$ cat src/rtl/cpsg_pkg.sv
// cpsg_pkg: command codes, field positions and reset values.
// assumes byte-wide commands on the low lanes of the host data bus.
package cpsg_pkg;
    localparam logic [7:0] CMD_SW_RESET = 8'h01;
    localparam logic [7:0] CMD_MEM_WRITE = 8'h2c;
    localparam logic [7:0] CMD_PROTECT = 8'hb0;
    localparam logic [7:0] CMD_STANDBY = 8'hb1;
    localparam logic [7:0] CMD_FRAME_MEMORY_CFG = 8'hb3;
    // first code of each protected range
    localparam logic [7:0] RANGE_MAKER_LO = 8'hb1;
    localparam logic [7:0] RANGE_MAKER_MID = 8'he0;
    localparam logic [7:0] RANGE_MAKER_HI = 8'hf0;
    localparam logic [1:0] LEVEL_OPEN = 2'h0;
    localparam logic [1:0] LEVEL_HI = 2'h1;
    localparam logic [1:0] LEVEL_MID = 2'h2;
    localparam logic [1:0] LEVEL_ALL = 2'h3;
    // parameter field positions
    localparam int PROT_LSB = 0;
    localparam int STBY_BIT = 0;
    localparam int WRAP_BIT = 1;
    localparam int TEAR_LSB = 0;
    localparam int CYCLE_LSB = 0;
    localparam int FMT_BIT = 0;
    localparam int EXP_LSB = 4;
    // values after power-on or hardware reset
    localparam logic [1:0] PROTECT_RST = 2'h0;
    localparam logic STANDBY_RST = 1'h0;
    localparam logic WRAP_RST = 1'h0;
    localparam logic [2:0] TEAR_RST = 3'h0;
    localparam logic [2:0] CYCLE_RST = 3'h3;
    localparam logic FMT_RST = 1'h0;
    localparam logic [1:0] EXP_RST = 2'h0;
    // colour expansion codes
    localparam logic [1:0] EXP_MSB = 2'h0;
    localparam logic [1:0] EXP_ZERO = 2'h1;
    localparam logic [1:0] EXP_ONE = 2'h2;

    typedef enum logic [3:0] {
        ST_IDLE = 4'h0,
        ST_PROT = 4'h1,
        ST_STBY = 4'h2,
        ST_CFG1 = 4'h3,
        ST_CFG2 = 4'h4,
        ST_CFG3 = 4'h5,
        ST_CFG4 = 4'h6,
        ST_SKIP = 4'h7,
        ST_PIXEL = 4'h8
    } cpsg_state_t;
endpackage : cpsg_pkg

$ cat src/rtl/cpsg_pix_if.sv
// cpsg_pix_if: pixel path to the expander and window walker.
// assumes all three sit on one clock.
`timescale 1ns/1ns
`default_nettype none
interface cpsg_pix_if #(parameter int ADDR_W = 9);
    logic [15:0] pix565;
    logic [1:0] expand;
    logic [17:0] pix666;
    logic pix_valid;
    logic restart;
    logic wrap;
    logic keep;
    logic [ADDR_W-1:0] col_start, col_end, page_start, page_end;
    logic [ADDR_W-1:0] col, page;
    modport top (output pix565, expand, pix_valid, restart, wrap,
                 col_start, col_end, page_start, page_end,
                 input pix666, keep, col, page);
    modport expander (input pix565, expand, output pix666);
    modport walker (input pix_valid, restart, wrap, col_start, col_end,
                    page_start, page_end, output keep, col, page);
endinterface : cpsg_pix_if
`default_nettype wire

$ cat src/rtl/cmd_protect_standby_frame_memory_cfg.sv
// cmd_protect_standby_frame_memory_cfg: protect, deep standby and memory access commands.
// assumes host pins already synchronous to i_clk; window bounds and
// frame timing come from neighbouring blocks.
// Functional notes
// b0 parameter bits 1:0 load the protect level.
// 00-b0 always pass; levels 1,2,3 block f0-ff, e0-ff, b1-ff.
// protect level clears on hardware reset only.
// b1 with bit 0 set enters deep standby.
// deep standby keeps no memory or settings.
// host reloads settings and memory after deep standby.
// standby request clears on hardware reset only.
// host requests standby only while sleeping.
// these commands pass in every display and sleep state.
// b3 takes wrap, tear, write cycle and format bytes.
// wrap clear drops pixels past the window.
// wrap set restarts at window start and keeps writing.
// tear pulses every 1, 2, 4 or 6 frames.
// write cycle 011,101,110,111 gives 4,6,7,8 frames.
// one bit selects pixel format for 16-bit and serial buses.
// expansion 00 copies red and blue msb into lsb.
// expansion 01 appends zero, full scale kept.
// expansion 10 appends one, zero kept.
// tear output carries vertical blanking only.
// a blocked command and its parameters change nothing.
// commands with select low, parameters on strobe rising edges.
// host never writes expansion code 11.
`timescale 1ns/1ns
`default_nettype none
module cmd_protect_standby_frame_memory_cfg #(
    parameter int ADDR_W = 9,
    parameter int FRAME_W = 3
) (
    input wire logic i_clk,
    input wire logic i_reset_n,
    input wire logic i_chip_select_n,
    input wire logic i_cmd_data_select,
    input wire logic i_write_strobe,
    input wire logic [15:0] i_data,
    input wire logic i_sleep_in,
    input wire logic i_vblank,
    input wire logic i_frame_start,
    input wire logic [ADDR_W-1:0] i_window_col_start,
    input wire logic [ADDR_W-1:0] i_window_col_end,
    input wire logic [ADDR_W-1:0] i_window_page_start,
    input wire logic [ADDR_W-1:0] i_window_page_end,
    output logic [1:0] o_protect_level,
    output logic o_deep_sleep_req,
    output logic o_window_wrap_mode,
    output logic [2:0] o_tear_interval,
    output logic [2:0] o_frame_memory_write_cycle,
    output logic [3:0] o_write_cycle_frames,
    output logic o_pixel_transfer_format,
    output logic [1:0] o_color_expand_format,
    output logic o_tear_output,
    output logic o_cmd_rejected,
    output logic o_pix_valid,
    output logic [17:0] o_pix_data,
    output logic [ADDR_W-1:0] o_pix_col,
    output logic [ADDR_W-1:0] o_pix_page
);
    logic rst_meta_q, rst_sync_q;
    logic strobe_prev_q;
    logic wr_edge, cmd_byte, par_byte;
    logic [7:0] byte_in;
    cpsg_pkg::cpsg_state_t state_q, state_d;
    logic [1:0] protect_q;
    logic standby_q;
    logic wrap_q;
    logic [2:0] tear_q;
    logic [2:0] cycle_q;
    logic fmt_q;
    logic [1:0] expand_q;
    logic [FRAME_W-1:0] frame_cnt_q;
    logic tear_q_out;
    logic rejected_q;
    logic pix_valid_q;
    logic [17:0] pix_data_q;
    logic [ADDR_W-1:0] pix_col_q, pix_page_q;

    cpsg_pix_if #(.ADDR_W(ADDR_W)) px ();

    // protect level gate
    function automatic logic cmd_allowed(input logic [1:0] level, input logic [7:0] code);
        case (level)
            cpsg_pkg::LEVEL_OPEN: cmd_allowed = 1'b1;
            cpsg_pkg::LEVEL_HI: cmd_allowed = code < cpsg_pkg::RANGE_MAKER_HI;
            cpsg_pkg::LEVEL_MID: cmd_allowed = code < cpsg_pkg::RANGE_MAKER_MID;
            cpsg_pkg::LEVEL_ALL: cmd_allowed = code < cpsg_pkg::RANGE_MAKER_LO;
            default: cmd_allowed = 1'b1;
        endcase
    endfunction : cmd_allowed

    // tear code to frames, prohibited as one
    function automatic logic [FRAME_W-1:0] tear_frames(input logic [2:0] code);
        case (code)
            3'h0: tear_frames = FRAME_W'(1);
            3'h1: tear_frames = FRAME_W'(2);
            3'h3: tear_frames = FRAME_W'(4);
            3'h5: tear_frames = FRAME_W'(6);
            default: tear_frames = FRAME_W'(1);
        endcase
    endfunction : tear_frames

    // write cycle code to frames, others zero
    function automatic logic [3:0] cycle_frames(input logic [2:0] code);
        case (code)
            3'h3: cycle_frames = 4'h4;
            3'h5: cycle_frames = 4'h6;
            3'h6: cycle_frames = 4'h7;
            3'h7: cycle_frames = 4'h8;
            default: cycle_frames = 4'h0;
        endcase
    endfunction : cycle_frames

    // reset release through two flops
    always_ff @(posedge i_clk or negedge i_reset_n) begin
        if (!i_reset_n) begin
            rst_meta_q <= 1'b0;
            rst_sync_q <= 1'b0;
        end else begin
            rst_meta_q <= 1'b1;
            rst_sync_q <= rst_meta_q;
        end
    end

    // strobe rising edge takes a byte
    always_ff @(posedge i_clk or negedge rst_sync_q) begin
        if (!rst_sync_q) begin
            strobe_prev_q <= 1'b1;
        end else begin
            strobe_prev_q <= i_write_strobe;
        end
    end

    // nothing is taken while in deep standby
    assign wr_edge = i_write_strobe && !strobe_prev_q && !i_chip_select_n && !standby_q;
    assign cmd_byte = wr_edge && !i_cmd_data_select;
    assign par_byte = wr_edge && i_cmd_data_select;
    assign byte_in = i_data[7:0];

    // parameter sequencer
    always_comb begin
        state_d = state_q;
        if (cmd_byte) begin
            // protect level gates decode
            if (!cmd_allowed(protect_q, byte_in)) begin
                // blocked command skipped whole
                state_d = cpsg_pkg::ST_SKIP;
            end else begin
                case (byte_in)
                    // protect command
                    cpsg_pkg::CMD_PROTECT: state_d = cpsg_pkg::ST_PROT;
                    // standby command
                    cpsg_pkg::CMD_STANDBY: state_d = cpsg_pkg::ST_STBY;
                    // access setup command
                    cpsg_pkg::CMD_FRAME_MEMORY_CFG: state_d = cpsg_pkg::ST_CFG1;
                    cpsg_pkg::CMD_MEM_WRITE: state_d = cpsg_pkg::ST_PIXEL;
                    default: state_d = cpsg_pkg::ST_IDLE;
                endcase
            end
        end else if (par_byte) begin
            case (state_q)
                cpsg_pkg::ST_PROT: state_d = cpsg_pkg::ST_IDLE;
                cpsg_pkg::ST_STBY: state_d = cpsg_pkg::ST_IDLE;
                cpsg_pkg::ST_CFG1: state_d = cpsg_pkg::ST_CFG2;
                cpsg_pkg::ST_CFG2: state_d = cpsg_pkg::ST_CFG3;
                cpsg_pkg::ST_CFG3: state_d = cpsg_pkg::ST_CFG4;
                cpsg_pkg::ST_CFG4: state_d = cpsg_pkg::ST_IDLE;
                default: state_d = state_q;
            endcase
        end
    end

    always_ff @(posedge i_clk or negedge rst_sync_q) begin
        if (!rst_sync_q) begin
            state_q <= cpsg_pkg::ST_IDLE;
        end else begin
            state_q <= state_d;
        end
    end

    // blocked command pulse
    always_ff @(posedge i_clk or negedge rst_sync_q) begin
        if (!rst_sync_q) begin
            rejected_q <= 1'b0;
        end else begin
            rejected_q <= cmd_byte && !cmd_allowed(protect_q, byte_in);
        end
    end

    // only hardware reset clears the level
    always_ff @(posedge i_clk or negedge rst_sync_q) begin
        if (!rst_sync_q) begin
            protect_q <= cpsg_pkg::PROTECT_RST;
        end else if (par_byte && state_q == cpsg_pkg::ST_PROT) begin
            // low two bits loaded
            protect_q <= byte_in[cpsg_pkg::PROT_LSB +: 2];
        end
    end

    // request cleared by hardware reset only
    always_ff @(posedge i_clk or negedge rst_sync_q) begin
        if (!rst_sync_q) begin
            standby_q <= cpsg_pkg::STANDBY_RST;
        end else if (par_byte && state_q == cpsg_pkg::ST_STBY) begin
            // bit 0 enters standby
            // taken in any display state
            // sleep entry left to the host
            standby_q <= byte_in[cpsg_pkg::STBY_BIT];
        end
    end

    // frame memory access setup fields
    always_ff @(posedge i_clk or negedge rst_sync_q) begin
        if (!rst_sync_q) begin
            wrap_q <= cpsg_pkg::WRAP_RST;
            tear_q <= cpsg_pkg::TEAR_RST;
            cycle_q <= cpsg_pkg::CYCLE_RST;
            fmt_q <= cpsg_pkg::FMT_RST;
            expand_q <= cpsg_pkg::EXP_RST;
        end else if (standby_q) begin
            // settings dropped in standby
            wrap_q <= cpsg_pkg::WRAP_RST;
            tear_q <= cpsg_pkg::TEAR_RST;
            cycle_q <= cpsg_pkg::CYCLE_RST;
            fmt_q <= cpsg_pkg::FMT_RST;
            expand_q <= cpsg_pkg::EXP_RST;
        end else if (par_byte) begin
            // four parameter bytes in order
            case (state_q)
                cpsg_pkg::ST_CFG1: wrap_q <= byte_in[cpsg_pkg::WRAP_BIT];
                cpsg_pkg::ST_CFG2: tear_q <= byte_in[cpsg_pkg::TEAR_LSB +: 3];
                // write cycle code
                cpsg_pkg::ST_CFG3: cycle_q <= byte_in[cpsg_pkg::CYCLE_LSB +: 3];
                cpsg_pkg::ST_CFG4: begin
                    // format select bit
                    fmt_q <= byte_in[cpsg_pkg::FMT_BIT];
                    // code 11 left to the host
                    expand_q <= byte_in[cpsg_pkg::EXP_LSB +: 2];
                end
                default: fmt_q <= fmt_q;
            endcase
        end
    end

    // frame counter for tear interval
    always_ff @(posedge i_clk or negedge rst_sync_q) begin
        if (!rst_sync_q) begin
            frame_cnt_q <= '0;
        end else if (i_frame_start) begin
            if (frame_cnt_q >= tear_frames(tear_q) - FRAME_W'(1)) begin
                frame_cnt_q <= '0;
            end else begin
                frame_cnt_q <= frame_cnt_q + FRAME_W'(1);
            end
        end
    end

    // tear follows blanking only, held low in sleep
    always_ff @(posedge i_clk or negedge rst_sync_q) begin
        if (!rst_sync_q) begin
            tear_q_out <= 1'b0;
        end else begin
            tear_q_out <= i_vblank && !i_sleep_in && frame_cnt_q == '0;
        end
    end

    // pixel path into expander and walker
    assign px.pix565 = i_data;
    assign px.expand = expand_q;
    assign px.pix_valid = par_byte && state_q == cpsg_pkg::ST_PIXEL;
    assign px.restart = cmd_byte && byte_in == cpsg_pkg::CMD_MEM_WRITE;
    assign px.wrap = wrap_q;
    assign px.col_start = i_window_col_start;
    assign px.col_end = i_window_col_end;
    assign px.page_start = i_window_page_start;
    assign px.page_end = i_window_page_end;

    cpsg_color_expand u_expand (
        .px(px)
    );

    cpsg_window_walker #(.ADDR_W(ADDR_W)) u_walker (
        .i_clk(i_clk),
        .i_rst_n(rst_sync_q),
        .px(px)
    );

    // pixels past the window never leave
    always_ff @(posedge i_clk or negedge rst_sync_q) begin
        if (!rst_sync_q) begin
            pix_valid_q <= 1'b0;
            pix_data_q <= '0;
            pix_col_q <= '0;
            pix_page_q <= '0;
        end else begin
            pix_valid_q <= px.pix_valid && px.keep;
            if (px.pix_valid && px.keep) begin
                pix_data_q <= px.pix666;
                pix_col_q <= px.col;
                pix_page_q <= px.page;
            end
        end
    end

    assign o_protect_level = protect_q;
    assign o_deep_sleep_req = standby_q;
    assign o_window_wrap_mode = wrap_q;
    assign o_tear_interval = tear_q;
    assign o_frame_memory_write_cycle = cycle_q;
    assign o_write_cycle_frames = cycle_frames(cycle_q);
    assign o_pixel_transfer_format = fmt_q;
    assign o_color_expand_format = expand_q;
    assign o_tear_output = tear_q_out;
    assign o_cmd_rejected = rejected_q;
    assign o_pix_valid = pix_valid_q;
    assign o_pix_data = pix_data_q;
    assign o_pix_col = pix_col_q;
    assign o_pix_page = pix_page_q;
endmodule : cmd_protect_standby_frame_memory_cfg
`default_nettype wire

$ cat src/rtl/cpsg_color_expand.sv
// cpsg_color_expand: widens a 5-6-5 pixel to 6-6-6.
// assumes the caller registers the result.
`timescale 1ns/1ns
`default_nettype none
module cpsg_color_expand (
    cpsg_pix_if.expander px
);
    function automatic logic [5:0] widen(input logic [1:0] code, input logic [4:0] v);
        case (code)
            // copy msb down
            cpsg_pkg::EXP_MSB: widen = {v, v[4]};
            // zero fill, full scale kept
            cpsg_pkg::EXP_ZERO: widen = (v == 5'h1f) ? 6'h3f : {v, 1'b0};
            // one fill, zero kept
            cpsg_pkg::EXP_ONE: widen = (v == 5'h00) ? 6'h00 : {v, 1'b1};
            default: widen = {v, v[4]};
        endcase
    endfunction : widen

    assign px.pix666 = {widen(px.expand, px.pix565[15:11]), px.pix565[10:5],
                        widen(px.expand, px.pix565[4:0])};
endmodule : cpsg_color_expand
`default_nettype wire

$ cat src/rtl/cpsg_window_walker.sv
// cpsg_window_walker: column and page pointers inside the write window.
// assumes restart pulses once per memory write command.
`timescale 1ns/1ns
`default_nettype none
module cpsg_window_walker #(parameter int ADDR_W = 9) (
    input wire logic i_clk,
    input wire logic i_rst_n,
    cpsg_pix_if.walker px
);
    logic [ADDR_W-1:0] col_q, page_q;
    logic done_q;

    assign px.col = col_q;
    assign px.page = page_q;
    // beyond the window, data dropped
    assign px.keep = !done_q;

    always_ff @(posedge i_clk or negedge i_rst_n) begin
        if (!i_rst_n) begin
            col_q <= '0;
            page_q <= '0;
            done_q <= 1'b0;
        end else if (px.restart) begin
            col_q <= px.col_start;
            page_q <= px.page_start;
            done_q <= 1'b0;
        end else if (px.pix_valid && !done_q) begin
            if (col_q == px.col_end) begin
                col_q <= px.col_start;
                if (page_q == px.page_end) begin
                    page_q <= px.page_start;
                    // wrap to window start
                    done_q <= !px.wrap;
                end else begin
                    page_q <= page_q + 1'b1;
                end
            end else begin
                col_q <= col_q + 1'b1;
            end
        end
    end
endmodule : cpsg_window_walker
`default_nettype wire

$ cat config.mk
export PLATFORM = sky130hd
export DESIGN_NAME = cmd_protect_standby_frame_memory_cfg
export DESIGN_NICKNAME = d
export VERILOG_FILES = /design/src/rtl/cpsg_pkg.sv /design/src/rtl/cpsg_pix_if.sv /design/src/rtl/cmd_protect_standby_frame_memory_cfg.sv /design/src/rtl/cpsg_color_expand.sv /design/src/rtl/cpsg_window_walker.sv
export SDC_FILE = /design/constraint.sdc
export NUM_CORES = 1
export LEC_CHECK = 0
export ABC_AREA = 0
export BUFFER_PORTS_ARGS = -buffer_cell sky130_fd_sc_hd__buf_2
export CAP_MARGIN = 20
export CORE_MARGIN = 5
export CORE_UTILIZATION = 25
export DETAILED_ROUTE_END_ITERATION = 8
export GPL_TIMING_DRIVEN = 0
export REMOVE_ABC_BUFFERS = 1
export SLEW_MARGIN = 20
export SYNTH_ARGS = -nofsm -noshare
export SYNTH_HDL_FRONTEND = slang
export SYNTH_SLANG_ARGS = --single-unit
$ cat constraint.sdc
create_clock -name i_clk -period 3 [get_ports i_clk]
set_input_delay 0.3 -clock i_clk [delete_from_list [all_inputs] [get_ports i_clk]]
set_output_delay 0.3 -clock i_clk [all_outputs]
set_load 0.05 [all_outputs]
==> results of run 1 <==
## Yosys cell counts (all sizes together), types with 4 or more instances
master | number | area [sq um]
nand2 | 119 | 446.7
dfrtp | 78 | 1952
nand3 | 30 | 150.1
xor2 | 22 | 192.7
clkbuf | 21 | 78.83
inv | 15 | 56.30
a21oi | 14 | 70.07
mux2 | 12 | 142.6
nor2 | 12 | 45.04
and3 | 11 | 68.82
mux2i | 11 | 110.1
ha | 10 | 125.1
a2bb2oi | 9 | 78.83
nand4 | 8 | 50.05
o21ai | 8 | 40.04
a21o | 7 | 52.55
buf | 7 | 41.29
o22a | 7 | 61.31
nor4 | 6 | 52.55
o2bb2a | 5 | 50.05
nor3 | 4 | 20.02
nor4b | 4 | 41.29
## per-layer routing
layer  routed length, um  vias to the layer above
li1                    -                     1853
met2                5669                       83
met5                  13                        -
met4                 129                        2
met3                 685                       13
met1                5423                     1788
## area by class of cell
cell class	count	area (sq um)	area share
inverters	15	56.30	0.01006
multi-input cells	344	2192	0.3919
well taps	225	281.5	0.05032
flip-flops and latches	81	2034	0.3637
clock inverters	7	106.4	0.01901
repair buffers	123	698.2	0.1248
clock buffers	9	225.2	0.04026
## sequential cells by signal, indices dropped and copies added, names as in the netlist, 2 cells and up
register                    count
o_pix_data                     18
o_frame_memory_write_cycle      3
u_walker.px.page                9
o_pix_col                       9
o_color_expand_format           2
frame_cnt_q                     3
o_protect_level                 2
u_walker.px.col                 9
state_q                         4
o_tear_interval                 3
o_pix_page                      9
## cell families (layout without fill, tap and decap cells)
logic type	after synthesis	count (layout)	share of synthesized area
simple gates	216	216	0.2380
flops	81	81	0.4632
compound gates	71	71	0.1256
buf+inv	43	154	0.04024
xor+xnor	23	23	0.04595
mux	23	23	0.05765
fa+ha+maj	10	10	0.02854
other cells	1	1	0.0008553
## where the power goes
group / total (W) / switching, W / internal [W]
logic: 0.000853 / 0.000562 / 0.000291
registers: 0.00132 / 0.000136 / 0.00119
clock network: 0.00125 / 0.000506 / 0.000748
total: 0.00343 / 0.00120 / 0.00222
## worst max-delay path: cells and delay by family (launching register included)
kind	cells	cell delay (ps)
simple gates	4	1540
mux	1	310
buf+inv	1	200
flops	1	580
## placed cells by master (no fill, tap or decap), drive strengths merged, types with 5 or more instances in the layout
cell and count:
nor2 12, nor4 6, buf 122, a2bb2oi 9, ha 10, xor2 22, a21oi 14, o2bb2a 5
and3 11, o21ai 8, inv 20, dfrtp 78, o22a 7, a21o 7, nand3 30, mux2i 11
nand2 119, clkbuf 9, nand4 8, mux2 12
## per-stage QoR
stage	hold WS (ps)	cell area, sq um
finish	84.61	5594
global route	74.84	5594
CTS	59.41	5583
detailed placement	86.26	5204
global placement	86.60	5121
floorplan	4.409	4264
## how the worst max path moves through the flow
stage | cells after the start | to | slack (ps) | from
floorplan | 5 | u_walker.px.page[1]$_DFFE_PN0P_ | -2 | o_deep_sleep_req$_DFFE_PN0P_
global placement | 5 | u_walker.px.page[1]$_DFFE_PN0P_ | -920 | o_deep_sleep_req$_DFFE_PN0P_
detailed placement | 5 | u_walker.px.col[0]$_DFFE_PN0P_ | -360 | o_deep_sleep_req$_DFFE_PN0P_
CTS | 6 | u_walker.px.page[1]$_DFFE_PN0P_ | 90 | o_deep_sleep_req$_DFFE_PN0P_
global route | 6 | u_walker.px.page[1]$_DFFE_PN0P_ | 50 | o_deep_sleep_req$_DFFE_PN0P_
finish | 6 | u_walker.px.page[1]$_DFFE_PN0P_ | 230 | o_deep_sleep_req$_DFFE_PN0P_
## timing repair
item	in CTS	in global routing
cloned	0	0
gates resized for setup	2	1
setup buffers	3	0
hold buffers	1	0
pin swaps	1	0
setup endpoints to repair	17	10
hold endpoints to repair	2	0
==> flow_metrics.tcl, run 1 <==
set metrics [dict create \
    io_buffers 115 \
    ys_types 52 \
    ys_seq_elements 81 \
    initial_core_util 0.2544 \
    cp_slowest_stage_delay_ps 580 \
    use_met1 0.1569 \
    die_area_sq_um 20280 \
    final-hold-violation-count 0 \
    grt_pass1_wl_mm 19.64 \
    rows 48 \
    track_usage 0.1207 \
    slew_headroom 0.5342 \
    powerDensity_nw_per_um2 612.8 \
    routed_wl_mm 11.92 \
    viasPerCell 4.650 \
    synth_warnings 0 \
    slew_violations 0 \
    drcViolationCount 0 \
    dp_cells 784 \
    clk_latency_ps 350 \
    period_needed_ps 2769 \
    grtUsageMet3 0.03629 \
    hp-class "in -> reg" \
    design.core.area_sq_um 17240 \
    finalNonFillerCells 804 \
    critPathArrivalTime_ps 3000 \
    vdd_drop_max_v 0.0004688 \
    ios 116 \
    rsz0062_at_grt "false" \
    async_reset_ff_frac 1.000 \
    hold-path-endpoint "strobe_prev_q$_DFF_PN1_" \
    setup-violations-final 0 \
    utilization 0.3246 \
    fin_tns_setup_ps 0 \
    gp_congestion 0.7516 \
    root_buffer "clkbuf_16" \
    antenna_found_initial 1 \
    n_antenna_cell 0 \
    clk_pin_slew_ps 70 \
    skew_ps 10.06 \
    fmax_ghz 0.3611 \
    cts_tree "built" \
    die_h_um 142.4 \
    timing.rr.end "u_walker.px.page[1]$_DFFE_PN0P_" \
    clock_path_buffers 2 \
    synth_edf_count 0 \
    cap_violations 0 \
    fillers 1805 \
    overflow 0 \
    synth_ff_type "dfrtp_1" \
    synth_area_sq_um 4384 \
    top_usage_layer "met2" \
    worstReg2RegStart "o_deep_sleep_req$_DFFE_PN0P_" \
    fin_ws_ps 231.1 \
    postSynthCellCount 468 \
    grt_util_met2 0.1968 \
    drive_above_1_share 0.2815 \
    die_w_um 142.4 \
    finalCritPeriodShare 0.9230 \
    ant_nets 0 \
    avgRoutedWirePerCell_um 14.83 \
    grt_max_degree 51 \
    grt_pass1_vias 3771 \
    avgSynthCellArea_sq_um 9.368 \
    dr.pass1.iters 4 \
    synth.yosys.seq_area_share 0.4632 \
    hold_path_startpoint "i_write_strobe" \
    dp_hpwl_mm 8.671 \
    cts_sinks 81 \
    cts_buffers 9 \
    status "finished clean" \
    hold_depth 1 \
    vias 3739 \
    drtIter0Drc 198 \
    total_power_w 0.003428 \
    power_leakage_nw 2.910 \
    preCtsSetupSlack_ps -360.1 \
    end_kind "register" \
    cp_cell_sequence "nor4b_4, and4_4, buf_16, and4_2, or2_2, mux2_4" \
    cp-start-kind "register" \
    slowest_stage "dfrtp_1" \
    ctsHtreeMaxLevel 3 \
    crit_path_max_fanout 23 \
    reg2reg_slack_ps 230 \
    rr_worst_depth 6 \
    worst_pin_slew_ps 697.9 \
    cp.required_ps 3230 \
    fin_nets 644 \
    worstSetupPathType "reg -> reg" \
    syn2layout_area_growth_pct 27.60 \
]
No activity file was read; power rests on OpenSTA's default activity.
==> inputs of run 2 (changes only) <==
- PLACE_DENSITY: not set -> 0.54
==> run 2 against run 1 <==
Effect of this change: non-clock buffer count down 2; sequential power about the same; count of clock-buffer cells in the layout up 2; clock skew is 2.3 ps lower.
==> flow_metrics.tcl, run 2 (synthesized netlist as in run 1, its figures left out) <==
set metrics [dict create \
    status "finished clean" \
    die_w_um 142.4 \
    dr.pass1.iters 4 \
    rows 48 \
    cp_cell_sequence "nor4b_4, and4_2, buf_16, and4_2, or2_2, mux2_4" \
    worstReg2RegStart "o_deep_sleep_req$_DFFE_PN0P_" \
    cpMostUsedCell "and4_2" \
    avgRoutedWirePerCell_um 14.88 \
    fin_tns_setup_ps 0 \
    die_h_um 142.4 \
    finalCritPeriodShare 0.9429 \
    fillers 1826 \
    clk_pin_slew_ps 60 \
    hold-path-endpoint "strobe_prev_q$_DFF_PN1_" \
    critical-path-top-delay-family "simple AND/OR/NAND/NOR gates" \
    cts_buffers 9 \
    antenna_found_initial 0 \
    die_area_sq_um 20280 \
    skew_ps 7.751 \
    slowest_stage "dfrtp_1" \
    overflow 0 \
    rsz0062_at_grt "false" \
    cts_sinks 81 \
    path_buf_inv 1 \
    fmax_ghz 0.3535 \
    crit_path_max_fanout 28 \
    cp_slowest_stage_delay_ps 570 \
    n_antenna_cell 0 \
    whs_ps 76.74 \
    vias 3752 \
    seq_power_share 0.403 \
    comb_power_share 0.261 \
    ant_nets 0 \
    final_common_cell "nand2_1" \
    clk_latency_ps 340 \
    setup-violations-final 0 \
    design.core.area_sq_um 17240 \
    cp.required_ps 3220 \
    power_leakage_nw 2.873 \
    period_needed_ps 2829 \
    worstSetupPathType "reg -> reg" \
    ctsHtreeMaxLevel 3 \
    largest_register_ffs 18 \
    grt_pass1_vias 3729 \
    slew_violations 0 \
    utilization 0.3206 \
    powerDensity_nw_per_um2 592.0 \
    hp-class "in -> reg" \
    dp_hpwl_mm 8.839 \
    mostFrequentLayoutCells "nand2_1 (119), buf_2 (115), dfrtp_1 (77), nand3_1 (30), xor2_1 (22)" \
    routed_wl_mm 11.93 \
    ios 116 \
    gp_congestion 0.8020 \
    p_switching_w 0.001150 \
    pwr-share-clk 0.336 \
    final-hold-violation-count 0 \
    preCtsSetupSlack_ps -102.9 \
    end_kind "register" \
    drcViolationCount 0 \
    critPathArrivalTime_ps 3050 \
    track_usage 0.1173 \
    clock_path_buffers 2 \
    worst_pin_slew_ps 693.4 \
    slew_headroom 0.5372 \
    syn2layout_area_growth_pct 26.06 \
    internal_power_w 0.002122 \
    total_power_w 0.003272 \
    hold_path_startpoint "i_write_strobe" \
    fin_ws_ps 171.2 \
    grt_max_degree 49 \
    root_buffer "clkbuf_16" \
    hold_depth 1 \
    drive_above_1_share 0.2756 \
    drtIter0Drc 211 \
    reg2reg_slack_ps 170 \
    grt_pass1_wl_mm 19.26 \
    viasPerCell 4.678 \
    timing.rr.end "u_walker.px.page[1]$_DFFE_PN0P_" \
    swShare 0.3516 \
    fin_nets 642 \
    io_buffers 115 \
    cap_violations 0 \
    cp-start-kind "register" \
    initial_core_util 0.2544 \
    cts_tree "built" \
    vdd_drop_max_v 0.0004209 \
    rr_worst_depth 6 \
]
## run 2: power groups by stage
stage                     clock network [W]  logic [W]  registers (W)
after floorplan                           0   0.000424        0.00152
after global placement                    0   0.000825        0.00134
after detailed placement                  0   0.000858        0.00134
after CTS                           0.00115   0.000862        0.00132
after global routing                0.00119   0.000928        0.00134
final                               0.00110   0.000853        0.00132
## run 2: layout make-up
type / count / area, sq um / share of cell area
Timing Repair Buffer: 121 / 674.4 / 0.1220
Clock inverter: 5 / 56.30 / 0.01019
Sequential cell: 81 / 2034 / 0.3681
Clock buffer: 11 / 232.7 / 0.04211
Inverter: 15 / 56.30 / 0.01019
Tap cell: 225 / 281.5 / 0.05094
Multi-Input combinational cell: 344 / 2191 / 0.3964
## run 2: worst max-delay path by stage
| stage | startpoint | endpoint | depth (start not counted) |
|---|---|---|---|
| 4_1_cts | o_deep_sleep_req$_DFFE_PN0P_ | u_walker.px.page[1]$_DFFE_PN0P_ | 6 |
| 5_1_grt | o_deep_sleep_req$_DFFE_PN0P_ | u_walker.px.page[1]$_DFFE_PN0P_ | 6 |
| 2_1_floorplan | o_deep_sleep_req$_DFFE_PN0P_ | u_walker.px.page[1]$_DFFE_PN0P_ | 5 |
| 3_5_place_dp | o_deep_sleep_req$_DFFE_PN0P_ | u_walker.px.page[1]$_DFFE_PN0P_ | 6 |
| 6_report | o_deep_sleep_req$_DFFE_PN0P_ | u_walker.px.page[1]$_DFFE_PN0P_ | 6 |
| 3_3_place_gp | o_deep_sleep_req$_DFFE_PN0P_ | u_walker.px.page[1]$_DFFE_PN0P_ | 5 |
## run 2: stage by stage
step / cells / cell area, sq um
finish: 802 / 5527
global route: 802 / 5527
CTS: 802 / 5515
detailed placement: 785 / 5215
global placement: 780 / 5121
floorplan: 440 / 4264
## run 2: what timing repair did
item                       CTS  global route
setup endpoints to repair    6             6
resized for setup            1             1
cloned                       0             0
hold buffers                 1             0
hold endpoints to repair     2             0
setup buffers                0             0
## run 2: worst register-to-register path: stages (launching register included)
cell	delay, ps
dfrtp_1	570
nor4b_4	410
and4_2	510
buf_16	220
and4_2	430
or2_2	270
mux2_4	310
## run 2: routing by layer
| metal | vias up | part of all wire | global-route usage | wire, um |
|---|---|---|---|---|
| li1 | 1839 | - | - | - |
| met3 | 14 | 0.057 | 0.03293 | 676 |
| met2 | 87 | 0.49 | 0.1970 | 5866 |
| met5 | - | 0 | 0 | 0 |
| met4 | 0 | 0.012 | 0.03402 | 145 |
| met1 | 1812 | 0.44 | 0.1476 | 5244 |
